$ cat config.mk
export PLATFORM = sky130hd
export DESIGN_NAME = kbe_encoder
export DESIGN_NICKNAME = d
export VERILOG_FILES = /design/src/kbe_pkg.sv /design/src/kbe_encoder.sv /design/src/kbe_debounce.sv
export SDC_FILE = /design/constraint.sdc
export NUM_CORES = 1
export LEC_CHECK = 0
export ABC_AREA = 1
export BUFFER_PORTS_ARGS = -buffer_cell sky130_fd_sc_hd__buf_2
export CAP_MARGIN = 20
export CORE_MARGIN = 10
export CORE_UTILIZATION = 45
export CTS_BUF_LIST = sky130_fd_sc_hd__clkbuf_4 sky130_fd_sc_hd__clkbuf_8 sky130_fd_sc_hd__clkbuf_16
export DETAILED_ROUTE_END_ITERATION = 10
export PLACE_DENSITY = 0.61
export SLEW_MARGIN = 20
export SYNTH_ARGS = -nofsm -noshare
export SYNTH_HDL_FRONTEND = slang
export SYNTH_SLANG_ARGS = --single-unit
$ cat constraint.sdc
create_clock -name clk -period 2.9 [get_ports clk]
set_clock_uncertainty 0.1 [all_clocks]
set_input_delay 0.145 -clock clk [delete_from_list [all_inputs] [get_ports clk]]
set_output_delay 0.145 -clock clk [all_outputs]
set_load 0.005 [all_outputs]
$ cat src/kbe_pkg.sv
// Constants and carrier types of the keypad encoder
//
// Functional notes
// - Idle chain passes the active-low common level while no key is held.
// - With all keys at rest every digit and function output rests high.
// - A held key moves the common level off the idle chain onto its own input.
// - Each of 32 key lines is active only while its contact is switched.
// - Outputs go low with their key and return high on release.
// - Digit keys appear as active-low 8-4-2-1 weight lines.
// - Key 3 drives present, weight-1, weight-2 low; the rest stay high.
// - Digits, point and correction drive present low; correction also its own line.
// - Point drives weight-4 and weight-8 low; zero leaves weights high; 8, 9 drive weight-8.
// - Function encoder behaves alike: active-low inputs, active-low codes, idle high.
package kbe_pkg;

    localparam int KEY_COUNT = 32;
    localparam int CLK_PERIOD_NS = 50;
    // ------------------------------------------------------------
    // Debounce timing
    // ------------------------------------------------------------
    localparam int TICK_TIME_NS = 1000000;
    localparam int TICK_CYCLES = (TICK_TIME_NS + CLK_PERIOD_NS - 1) / CLK_PERIOD_NS;
    localparam int DEBOUNCE_TICKS = 4;
    // ------------------------------------------------------------
    // Key positions on the 32-line keyboard
    // ------------------------------------------------------------
    localparam int KEY_ZERO = 9;
    localparam int KEY_POINT = 10;
    localparam int KEY_CORRECTION = 17;
    localparam int KEY_MEMORY_CLEAR = 31;
    localparam int FUNC_CODE_BASE = 10;
    localparam logic [3:0] POINT_WEIGHTS = 4'hc;

    typedef struct packed {
        logic present_n;
        logic w8_n;
        logic w4_n;
        logic w2_n;
        logic w1_n;
        logic correction_line_n;
    } kbe_digit_t;

    typedef struct packed {
        logic present_n;
        logic [4:0] code_n;
        logic memory_clear_key_line_n;
    } kbe_func_t;

    localparam kbe_digit_t DIGIT_IDLE = '{1'b1, 1'b1, 1'b1, 1'b1, 1'b1, 1'b1};
    localparam kbe_func_t FUNC_IDLE = '{1'b1, 5'h1f, 1'b1};

endpackage

$ cat src/kbe_encoder.sv
// Keypad encoder: digit BCD encoder, function encoder and idle chain
`timescale 1ns/10ps
`default_nettype none
module kbe_encoder
    import kbe_pkg::*;
#(
    parameter int TICK_LEN = TICK_CYCLES,
    parameter int DEB_TICKS = DEBOUNCE_TICKS
) (
    input wire logic clk,
    input wire logic rst_b,
    input wire logic [KEY_COUNT-1:0] key_n,
    output logic idle_chain_n,
    output kbe_digit_t digit_out,
    output kbe_func_t func_out
);
    generate
        if (TICK_LEN < 2 || TICK_LEN > 1048575) begin : g_bad_tick
            $error("kbe_encoder: TICK_LEN out of range");
        end
        if (DEB_TICKS < 1 || DEB_TICKS > 255) begin : g_bad_deb
            $error("kbe_encoder: DEB_TICKS out of range");
        end
        if (KEY_MEMORY_CLEAR >= KEY_COUNT) begin : g_bad_keys
            $error("kbe_encoder: key map exceeds key count");
        end
    endgenerate

    // ------------------------------------------------------------
    // Debounce tick divider
    // ------------------------------------------------------------
    logic [19:0] tick_count;
    logic [19:0] next_tick_count;
    logic tick;

    // One tick for all keys, so keys pressed together settle together
    always_comb begin
        if (tick_count == 20'(TICK_LEN - 1)) begin
            next_tick_count = 20'h00000;
        end else begin
            next_tick_count = tick_count + 20'h00001;
        end
    end

    always_ff @(posedge clk or negedge rst_b) begin
        if (!rst_b) begin
            tick_count <= 20'h00000;
        end else begin
            tick_count <= next_tick_count;
        end
    end

    assign tick = (tick_count == 20'(TICK_LEN - 1));

    // ------------------------------------------------------------
    // Per-key conditioning
    // ------------------------------------------------------------
    logic [KEY_COUNT-1:0] held;

    genvar k;
    generate
        for (k = 0; k < KEY_COUNT; k++) begin : g_key
            kbe_debounce #(.TICKS(DEB_TICKS)) u_deb (
                .clk(clk),
                .rst_b(rst_b),
                .tick(tick),
                .key_raw_n(key_n[k]),
                .pressed(held[k])
            );
        end
    endgenerate

    // ------------------------------------------------------------
    // Encoding
    // ------------------------------------------------------------
    function automatic logic is_digit_key(input int idx);
        return (idx <= KEY_POINT) || (idx == KEY_CORRECTION);
    endfunction

    // Plain 8-4-2-1 weights; zero and correction carry no weight
    function automatic logic [3:0] weights_of(input int idx);
        logic [3:0] w;
        w = 4'h0;
        if (idx < KEY_ZERO) begin
            w = 4'(idx + 1);
        end else if (idx == KEY_POINT) begin
            w = POINT_WEIGHTS;
        end
        return w;
    endfunction

    kbe_digit_t next_digit;
    kbe_func_t next_func;
    logic next_idle_chain_n;

    // Lowest-numbered held key wins if several are down, so only one input is
    // ever routed; the mechanical chain gave the same exclusivity.
    always_comb begin
        logic [3:0] w;
        w = 4'h0;
        next_digit = DIGIT_IDLE;
        next_func = FUNC_IDLE;
        next_idle_chain_n = |held;
        for (int i = KEY_COUNT - 1; i >= 0; i--) begin
            if (held[i]) begin
                next_digit = DIGIT_IDLE;
                next_func = FUNC_IDLE;
                if (is_digit_key(i)) begin
                    w = weights_of(i);
                    next_digit.present_n = 1'b0;
                    next_digit.w8_n = ~w[3];
                    next_digit.w4_n = ~w[2];
                    next_digit.w2_n = ~w[1];
                    next_digit.w1_n = ~w[0];
                    next_digit.correction_line_n = (i != KEY_CORRECTION);
                end else begin
                    next_func.present_n = 1'b0;
                    next_func.code_n = ~5'(i - FUNC_CODE_BASE);
                    next_func.memory_clear_key_line_n = (i != KEY_MEMORY_CLEAR);
                end
            end
        end
    end

    // Outputs follow the held level one cycle later, so release restores idle
    always_ff @(posedge clk or negedge rst_b) begin
        if (!rst_b) begin
            idle_chain_n <= 1'b0;
            digit_out <= DIGIT_IDLE;
            func_out <= FUNC_IDLE;
        end else begin
            idle_chain_n <= next_idle_chain_n;
            digit_out <= next_digit;
            func_out <= next_func;
        end
    end

    // ------------------------------------------------------------
    // Checks
    // ------------------------------------------------------------
    // Patterns assume a single held key; with several, the lowest index shows
    idle_chain_pass_a: assert property (@(posedge clk) disable iff (!rst_b)
        (held == '0) |=> (idle_chain_n == 1'b0))
        else $error("idle chain not low with no key held");

    all_rest_high_a: assert property (@(posedge clk) disable iff (!rst_b)
        (held == '0) |=> (digit_out == DIGIT_IDLE) && (func_out == FUNC_IDLE))
        else $error("outputs not at rest with no key held");

    route_one_side_a: assert property (@(posedge clk) disable iff (!rst_b)
        ($countones(held) == 1) |=>
            idle_chain_n && (digit_out.present_n != func_out.present_n))
        else $error("single key not routed to exactly one encoder");

    active_when_held_a: assert property (@(posedge clk) disable iff (!rst_b)
        (!digit_out.present_n || !func_out.present_n) |-> $past(held != '0))
        else $error("encoder active without a held key");

    release_high_a: assert property (@(posedge clk) disable iff (!rst_b)
        $fell(|held) |=> digit_out.present_n && func_out.present_n)
        else $error("outputs not high after release");

    digit_three_a: assert property (@(posedge clk) disable iff (!rst_b)
        (held == 32'h00000004) |=>
            (digit_out == kbe_digit_t'{1'b0, 1'b1, 1'b1, 1'b0, 1'b0, 1'b1}))
        else $error("key 3 pattern wrong");

    digit_eight_a: assert property (@(posedge clk) disable iff (!rst_b)
        (held == 32'h00000080) |=> !digit_out.w8_n && digit_out.w4_n && digit_out.w1_n)
        else $error("key 8 pattern wrong");

    correction_a: assert property (@(posedge clk) disable iff (!rst_b)
        (held == 32'h00020000) |=>
            (digit_out == kbe_digit_t'{1'b0, 1'b1, 1'b1, 1'b1, 1'b1, 1'b0}))
        else $error("correction pattern wrong");

    point_weights_a: assert property (@(posedge clk) disable iff (!rst_b)
        (held == 32'h00000400) |=>
            (digit_out == kbe_digit_t'{1'b0, 1'b0, 1'b0, 1'b1, 1'b1, 1'b1}))
        else $error("point pattern wrong");

    zero_weights_a: assert property (@(posedge clk) disable iff (!rst_b)
        (held == 32'h00000200) |=>
            (digit_out == kbe_digit_t'{1'b0, 1'b1, 1'b1, 1'b1, 1'b1, 1'b1}))
        else $error("zero pattern wrong");

    digit_nine_a: assert property (@(posedge clk) disable iff (!rst_b)
        (held == 32'h00000100) |=>
            (digit_out == kbe_digit_t'{1'b0, 1'b0, 1'b1, 1'b1, 1'b0, 1'b1}))
        else $error("key 9 pattern wrong");

    function_key_a: assert property (@(posedge clk) disable iff (!rst_b)
        (held == 32'h80000000) |=> !func_out.present_n
            && !func_out.memory_clear_key_line_n && digit_out.present_n)
        else $error("function key not encoded");

    lowest_wins_a: assert property (@(posedge clk) disable iff (!rst_b)
        (held == 32'h00100004) |=> !digit_out.present_n && func_out.present_n)
        else $error("lower key did not win");

    one_encoder_a: assert property (@(posedge clk) disable iff (!rst_b)
        digit_out.present_n || func_out.present_n)
        else $error("both encoders active");

    chain_follows_a: assert property (@(posedge clk) disable iff (!rst_b)
        idle_chain_n == (!digit_out.present_n || !func_out.present_n))
        else $error("idle chain disagrees with encoders");

    digit_quiet_a: assert property (@(posedge clk) disable iff (!rst_b)
        digit_out.present_n |-> (digit_out == DIGIT_IDLE))
        else $error("digit lines low without present");

    func_quiet_a: assert property (@(posedge clk) disable iff (!rst_b)
        func_out.present_n |-> (func_out == FUNC_IDLE))
        else $error("function lines low without present");

    tick_single_a: assert property (@(posedge clk) disable iff (!rst_b)
        tick |=> !tick)
        else $error("debounce tick longer than one cycle");

endmodule
`default_nettype wire

$ cat src/kbe_debounce.sv
// One key line: synchroniser and tick-based debounce
`timescale 1ns/10ps
`default_nettype none
module kbe_debounce
    import kbe_pkg::*;
#(
    parameter int TICKS = DEBOUNCE_TICKS
) (
    input wire logic clk,
    input wire logic rst_b,
    input wire logic tick,
    input wire logic key_raw_n,
    output logic pressed
);
    generate
        if (TICKS < 1 || TICKS > 255) begin : g_bad
            $error("kbe_debounce: TICKS out of range");
        end
    endgenerate

    logic sync1_n;
    logic sync2_n;
    logic [7:0] count;
    logic [7:0] next_count;
    logic next_pressed;

    // Contact must stay changed across TICKS tick pulses before it counts; the first pulse may come in the same cycle the synchronised level changes
    always_comb begin
        next_count = count;
        next_pressed = pressed;
        if ((~sync2_n) == pressed) begin
            next_count = 8'h00;
        end else if (tick) begin
            if (count == 8'(TICKS - 1)) begin
                next_pressed = ~sync2_n;
                next_count = 8'h00;
            end else begin
                next_count = count + 8'h01;
            end
        end
    end

    always_ff @(posedge clk or negedge rst_b) begin
        if (!rst_b) begin
            sync1_n <= 1'b1;
            sync2_n <= 1'b1;
            count <= 8'h00;
            pressed <= 1'b0;
        end else begin
            sync1_n <= key_raw_n;
            sync2_n <= sync1_n;
            count <= next_count;
            pressed <= next_pressed;
        end
    end

    debounce_on_tick_a: assert property (@(posedge clk) disable iff (!rst_b)
        $changed(pressed) |-> $past(tick))
        else $error("debounced level moved without a tick");

endmodule
`default_nettype wire

# After elaboration in Yosys (flattened, before gate mapping)

Index checks and enable logic that the tools add are counted.

Register bits: 386
Input bits: 34
Output and inout port bits: 14
Word-level logic and storage cells: 563

Add/subtract/negate cells: 33
Equality and inequality tests: 65
Mux-type cells: 157
Bitwise logic cells: 104
Reduce and logical (&&, ||, !) cells: 65

Operators with widths:

| kind                                                              | count |
|---|---|
| 8-bit 2-to-1 mux                                                  | 96 |
| 8-bit by 1-bit adder with 8-bit output, second input constant     | 32 |
| 8-bit by 2-bit == test with 1-bit output, second input constant   | 32 |
| 7-bit 2-to-1 mux                                                  | 32 |
| 6-bit 2-to-1 mux                                                  | 18 |
| 1-bit NOT                                                         | 104 |
| 3-bit AND reduction                                               | 32 |
| 2-bit nonzero test                                                | 32 |
| 4-bit 2-to-1 mux                                                  | 10 |
| 1-bit == test                                                     | 32 |
| 32-bit OR reduction                                               | 1 |
| 20-bit by 1-bit adder with 20-bit output, second input constant   | 1 |
| 20-bit by 15-bit == test with 1-bit output, second input constant | 1 |
| 20-bit 2-to-1 mux                                                 | 1 |

# Logic depth before layout (Yosys ltp)

Word-level depth: 32
Mapped depth: 20
Mapped depth without buffers: 20

# By module

Synthesis repeated with hierarchy kept, for this count alone.

Cells, all modules: 2665
Area, all modules: 21938.5 µm²

By module, submodules not included:

| module       | instances | cells an instance | area each (µm²) | sequential area each (µm²) |
|---|---|---|---|---|
| kbe_debounce | 32        | 76                | 626.9           | 277.8 |
| kbe_encoder  | 1         | 233               | 1879.3          | 867.1 |

# Worst setup path after synthesis

No wires, ideal clock.

Kind: register to register
Start: register tick_count[0]
End: register g_key[31].u_deb.count[4]
Library setup time: 0.083 ns
Data arrival time: 1.816 ns
Data required time: 2.717 ns
Slack: 0.902 ns
Stages on the path, launching flop included: 13
Path buffers: 2
Period minus slack after synthesis: 1.998 ns
Cells stage by stage: dfrtp_1 -> ha_1 -> nand2_1 -> nor2_2 -> nand2_1 -> nor3_2 -> nand2_4 -> buf_6 -> or3_1 -> buf_6 -> a21oi_2 -> o21ai_1 -> o21ai_0

Longest elaborated chain between the ends: 2

RTL lines:

| item                                       | line               | source |
|---|---|---|
| from (decl)                                | kbe_encoder.sv:32  | `logic [19:0] tick_count;` |
| from (signal assigned)                     | kbe_encoder.sv:49  | `tick_count <= next_tick_count;` |
| 20-bit by 15-bit == test with 1-bit output | kbe_encoder.sv:53  | `assign tick = (tick_count == 20'(TICK_LEN - 1));` |
| 2-bit nonzero test (no line)               | -                  |  |
| to (signal assigned)                       | kbe_debounce.sv:52 | `count <= next_count;` |
| to (decl)                                  | kbe_debounce.sv:23 | `logic [7:0] count;` |

No other way between the ends.
A chain may end at the register's enable or synchronous reset.

# Final worst setup path

Start: register tick_count[0]
End: register g_key[11].u_deb.count[3]

Longest elaborated chain between the ends: 2

RTL lines:

| item                                       | line |
|---|---|
| 20-bit by 15-bit == test with 1-bit output | kbe_encoder.sv:53 |
| 2-bit nonzero test (no line)               | - |
| to (signal assigned)                       | kbe_debounce.sv:52 |
| to (decl)                                  | kbe_debounce.sv:23 |

No other way between the ends.

==> metrics.yaml <==
run_status:
  status: "completed"
drt:
  postRouteAntennaNets: 0
  vias: 14010
  drc: 0
  drtPass1Iterations: 4
  vias_per_cell: 5.100
  wl_um: 37120
  drtIter0Drc: 1012
  wl_per_cell_um: 13.51
global_route:
  grt_pass1_wl_um: 64430
  antenna_found_initial: 0
  grt_usage: 0.1508
  grt_overflow: 0
  grt_util_met2: 0.2459
  busiest_layer: "met2"
  grtUsageMet3: 0.02288
  grt_max_degree: 79
  use_met1: 0.1990
  grt_pass1_vias: 13820
hold_path:
  min_path_type: "in2async"
clock_tree:
  cts_buffers: 43
  cts_buffer_depth: 3
  ctsHtreeMaxLevel: 2
  cts_tree: "done"
  cts_resized: 0
  cts_setup_buffers: 0
  root_buffer: "clkbuf_16"
  clkLatencyLatePin_ps: 570
  cts.clk_slew.worst_paths_ps: 60
  cts_sinks: 386
floorplan:
  initial_core_util: 0.4541
  die_area_mm2: 0.04972
  rows: 74
  fp.dieH_um: 223.0
  io_pins: 48
  coreArea_mm2: 0.04083
  die_w_um: 223.0
timing:
  hold_viol: 0
  rsz0062_at_grt: "no"
  min_period_ps: 2329
  finalHoldWorstSlack_ps: 87.05
  report.final.slew_viol_count: 0
  max_slew_margin: 0.5801
  tightest_slew_ps: 621.9
  setup_viol: 0
  post-route-period-util: 0.8030
  max_freq_mhz: 429.4
  fin_tns_setup_ps: 0
synth:
  synth-seq-area-share: 0.5262
  synth-seq-cells: 386
  ys.flop_type: "dfrtp_1"
  syn_area_mm2: 0.01854
  yosys_warnings: 0
  synth_edf_count: 0
  synth_top_area_cell: "dfrtp_1"
  avgSynthCellArea_um2: 8.974
  synth_area_leaders: "dfrtp_1, dfstp_2, inv_1, nand2_1, xor2_1"
  synth_top_area_share: 0.4171
  synth_cells: 2066
  async_flop_share: 1.000
  synth_nets: 2133
  synth_cell_types: 43
worst_setup_path:
  critPathMaxStageDelay_ps: 490
  crit_top_cell: "nand2_1"
  endpoint_kind: "flop"
  start_kind: "flop"
  required_ps: 3270
  worst-path-max-fanout: 16
  crit_arrival_ps: 2700
  cp_slowest_cell: "or3_1"
  path_cells: "ha_1, nand2_1, nor2_2, nand2_1, nor3_2, nand2_4, buf_4, or3_1, a21oi_2, o21ai_1, o21ai_0"
  critPathKind: "reg2reg"
placement:
  place_hpwl_um: 26130
  io_buffers: 47
  gp_congestion: 0.8662
layout:
  mostFrequentLayoutCell: "inv_1"
  multi_input_area_mm2: 0.007298
  areaGrowthSynthToFinish_pct: 14.94
  insertedDiodeCount: 0
  seq_area_mm2: 0.009756
  drive_gt1_frac: 0.1120
  fin_util: 0.5219
  nFillCells: 3642
  mostFrequentLayoutCells: "inv_1, nand2_1, dfrtp_1"
  fin_nets: 2247
pwr:
  p_leak_nw: 9.293
  vdd_drop_max_v: 0.0004192
  power_density_mw_per_mm2: 539.9
run:
  maxCapViolations: 0
==> worst max-delay path, delay by kind of cell, from the launching register on <==
| kind | cells | cell delay, ps |
|---|---|---|
| AND/OR/NAND/NOR | 6 | 1040 |
| adder cells (fa/ha/maj) | 1 | 190 |
| buffers and inverters | 1 | 230 |
| flip-flops | 1 | 370 |
| AO/OA/AOI/OAI | 3 | 310 |
==> metrics by stage <==
stage	instances	setup WS (ps)	total power, mW	instance area, um^2
after floorplan	2066	901.5	5.660	18540
after global placement	2634	584.3	5.847	19470
after detailed placement	2634	538.6	5.850	19470
after CTS	2747	547.9	11.69	21310
after global routing	2747	279.4	11.97	21310
final	2747	571.3	11.51	21310
==> sequential cells by signal, summed over array words and instances, names as in the netlist <==
| name | flops |
|---|---|
| digit_out | 6 |
| func_out | 7 |
| g_key.u_deb.count | 256 |
| g_key.u_deb.pressed | 32 |
| g_key.u_deb.sync1_n | 32 |
| g_key.u_deb.sync2_n | 32 |
| idle_chain_n | 1 |
| tick_count | 20 |
==> final timing paths <==
check | from | end | slack [ps] | depth (start not counted)
hold / removal | rst_b | g_key[26].u_deb.count[4] | 90 | 2
max in group asynchronous | rst_b | func_out[6] | 1720 | 3
setup / recovery | tick_count[0] | g_key[11].u_deb.count[3] | 570 | 11
min in group clk | key_n[10] | g_key[10].u_deb.sync1_n | 110 | 2
hold reg to reg | g_key[5].u_deb.sync1_n | g_key[5].u_deb.sync2_n | 250 | 0
setup reg to reg | tick_count[0] | g_key[11].u_deb.count[3] | 570 | 11
==> routing by layer <==
| metal | part of all wire | wire length [um] | vias to the layer above |
|---|---|---|---|
| li1 | - | - | 7077 |
| met1 | 0.48 | 17880 | 6682 |
| met2 | 0.46 | 17000 | 182 |
| met3 | 0.034 | 1258 | 68 |
| met4 | 0.026 | 978 | 0 |
| met5 | 0 | 0 | - |
==> timing repair <==
action	in CTS	in global routing
hold endpoints to repair	222	0
hold buffers	33	0
setup endpoints to repair	0	0
==> area by class of cell <==
class / instances / area share
timing repair buffer: 96 / 0.03675
inverter: 345 / 0.06083
multi-input combinational: 1308 / 0.3425
clock buffer: 60 / 0.05848
tap: 532 / 0.03124
sequential: 386 / 0.4578
clock inverter: 20 / 0.01245
==> power by group <==
group / internal, mW / leakage, nW / switching, mW
clock: 3.55 / 0.769 / 2.18
sequential: 5.47 / 5.11 / 0.0268
combinational: 0.0869 / 3.41 / 0.196
==> cells in the mapped netlist (14+ instances only) <==
cell	number
ha_1	33
xor2_1	117
dfrtp_1	309
nor3_1	58
nand2_1	328
o22ai_1	74
xnor2_1	17
o32ai_1	21
mux2i_1	20
nor2_1	155
o21ai_0	156
or3_1	14
nand4_1	21
nor4_1	49
a21oi_1	62
nand3_1	112
inv_1	343
o31ai_1	19
dfstp_2	77
==> logic make-up (layout without fill, tap and decap cells) <==
family | Yosys count | count (layout) | share of synthesized area
adder cells (fa/ha/maj) | 33 | 33 | 0.02227
XOR/XNOR | 134 | 134 | 0.06330
flip-flops | 386 | 386 | 0.5262
AO/OA/AOI/OAI | 370 | 370 | 0.1190
buffers and inverters | 372 | 521 | 0.08017
AND/OR/NAND/NOR | 751 | 751 | 0.1783
multiplexers | 20 | 20 | 0.01080
Note: power is estimated with default switching activity, not from simulation.
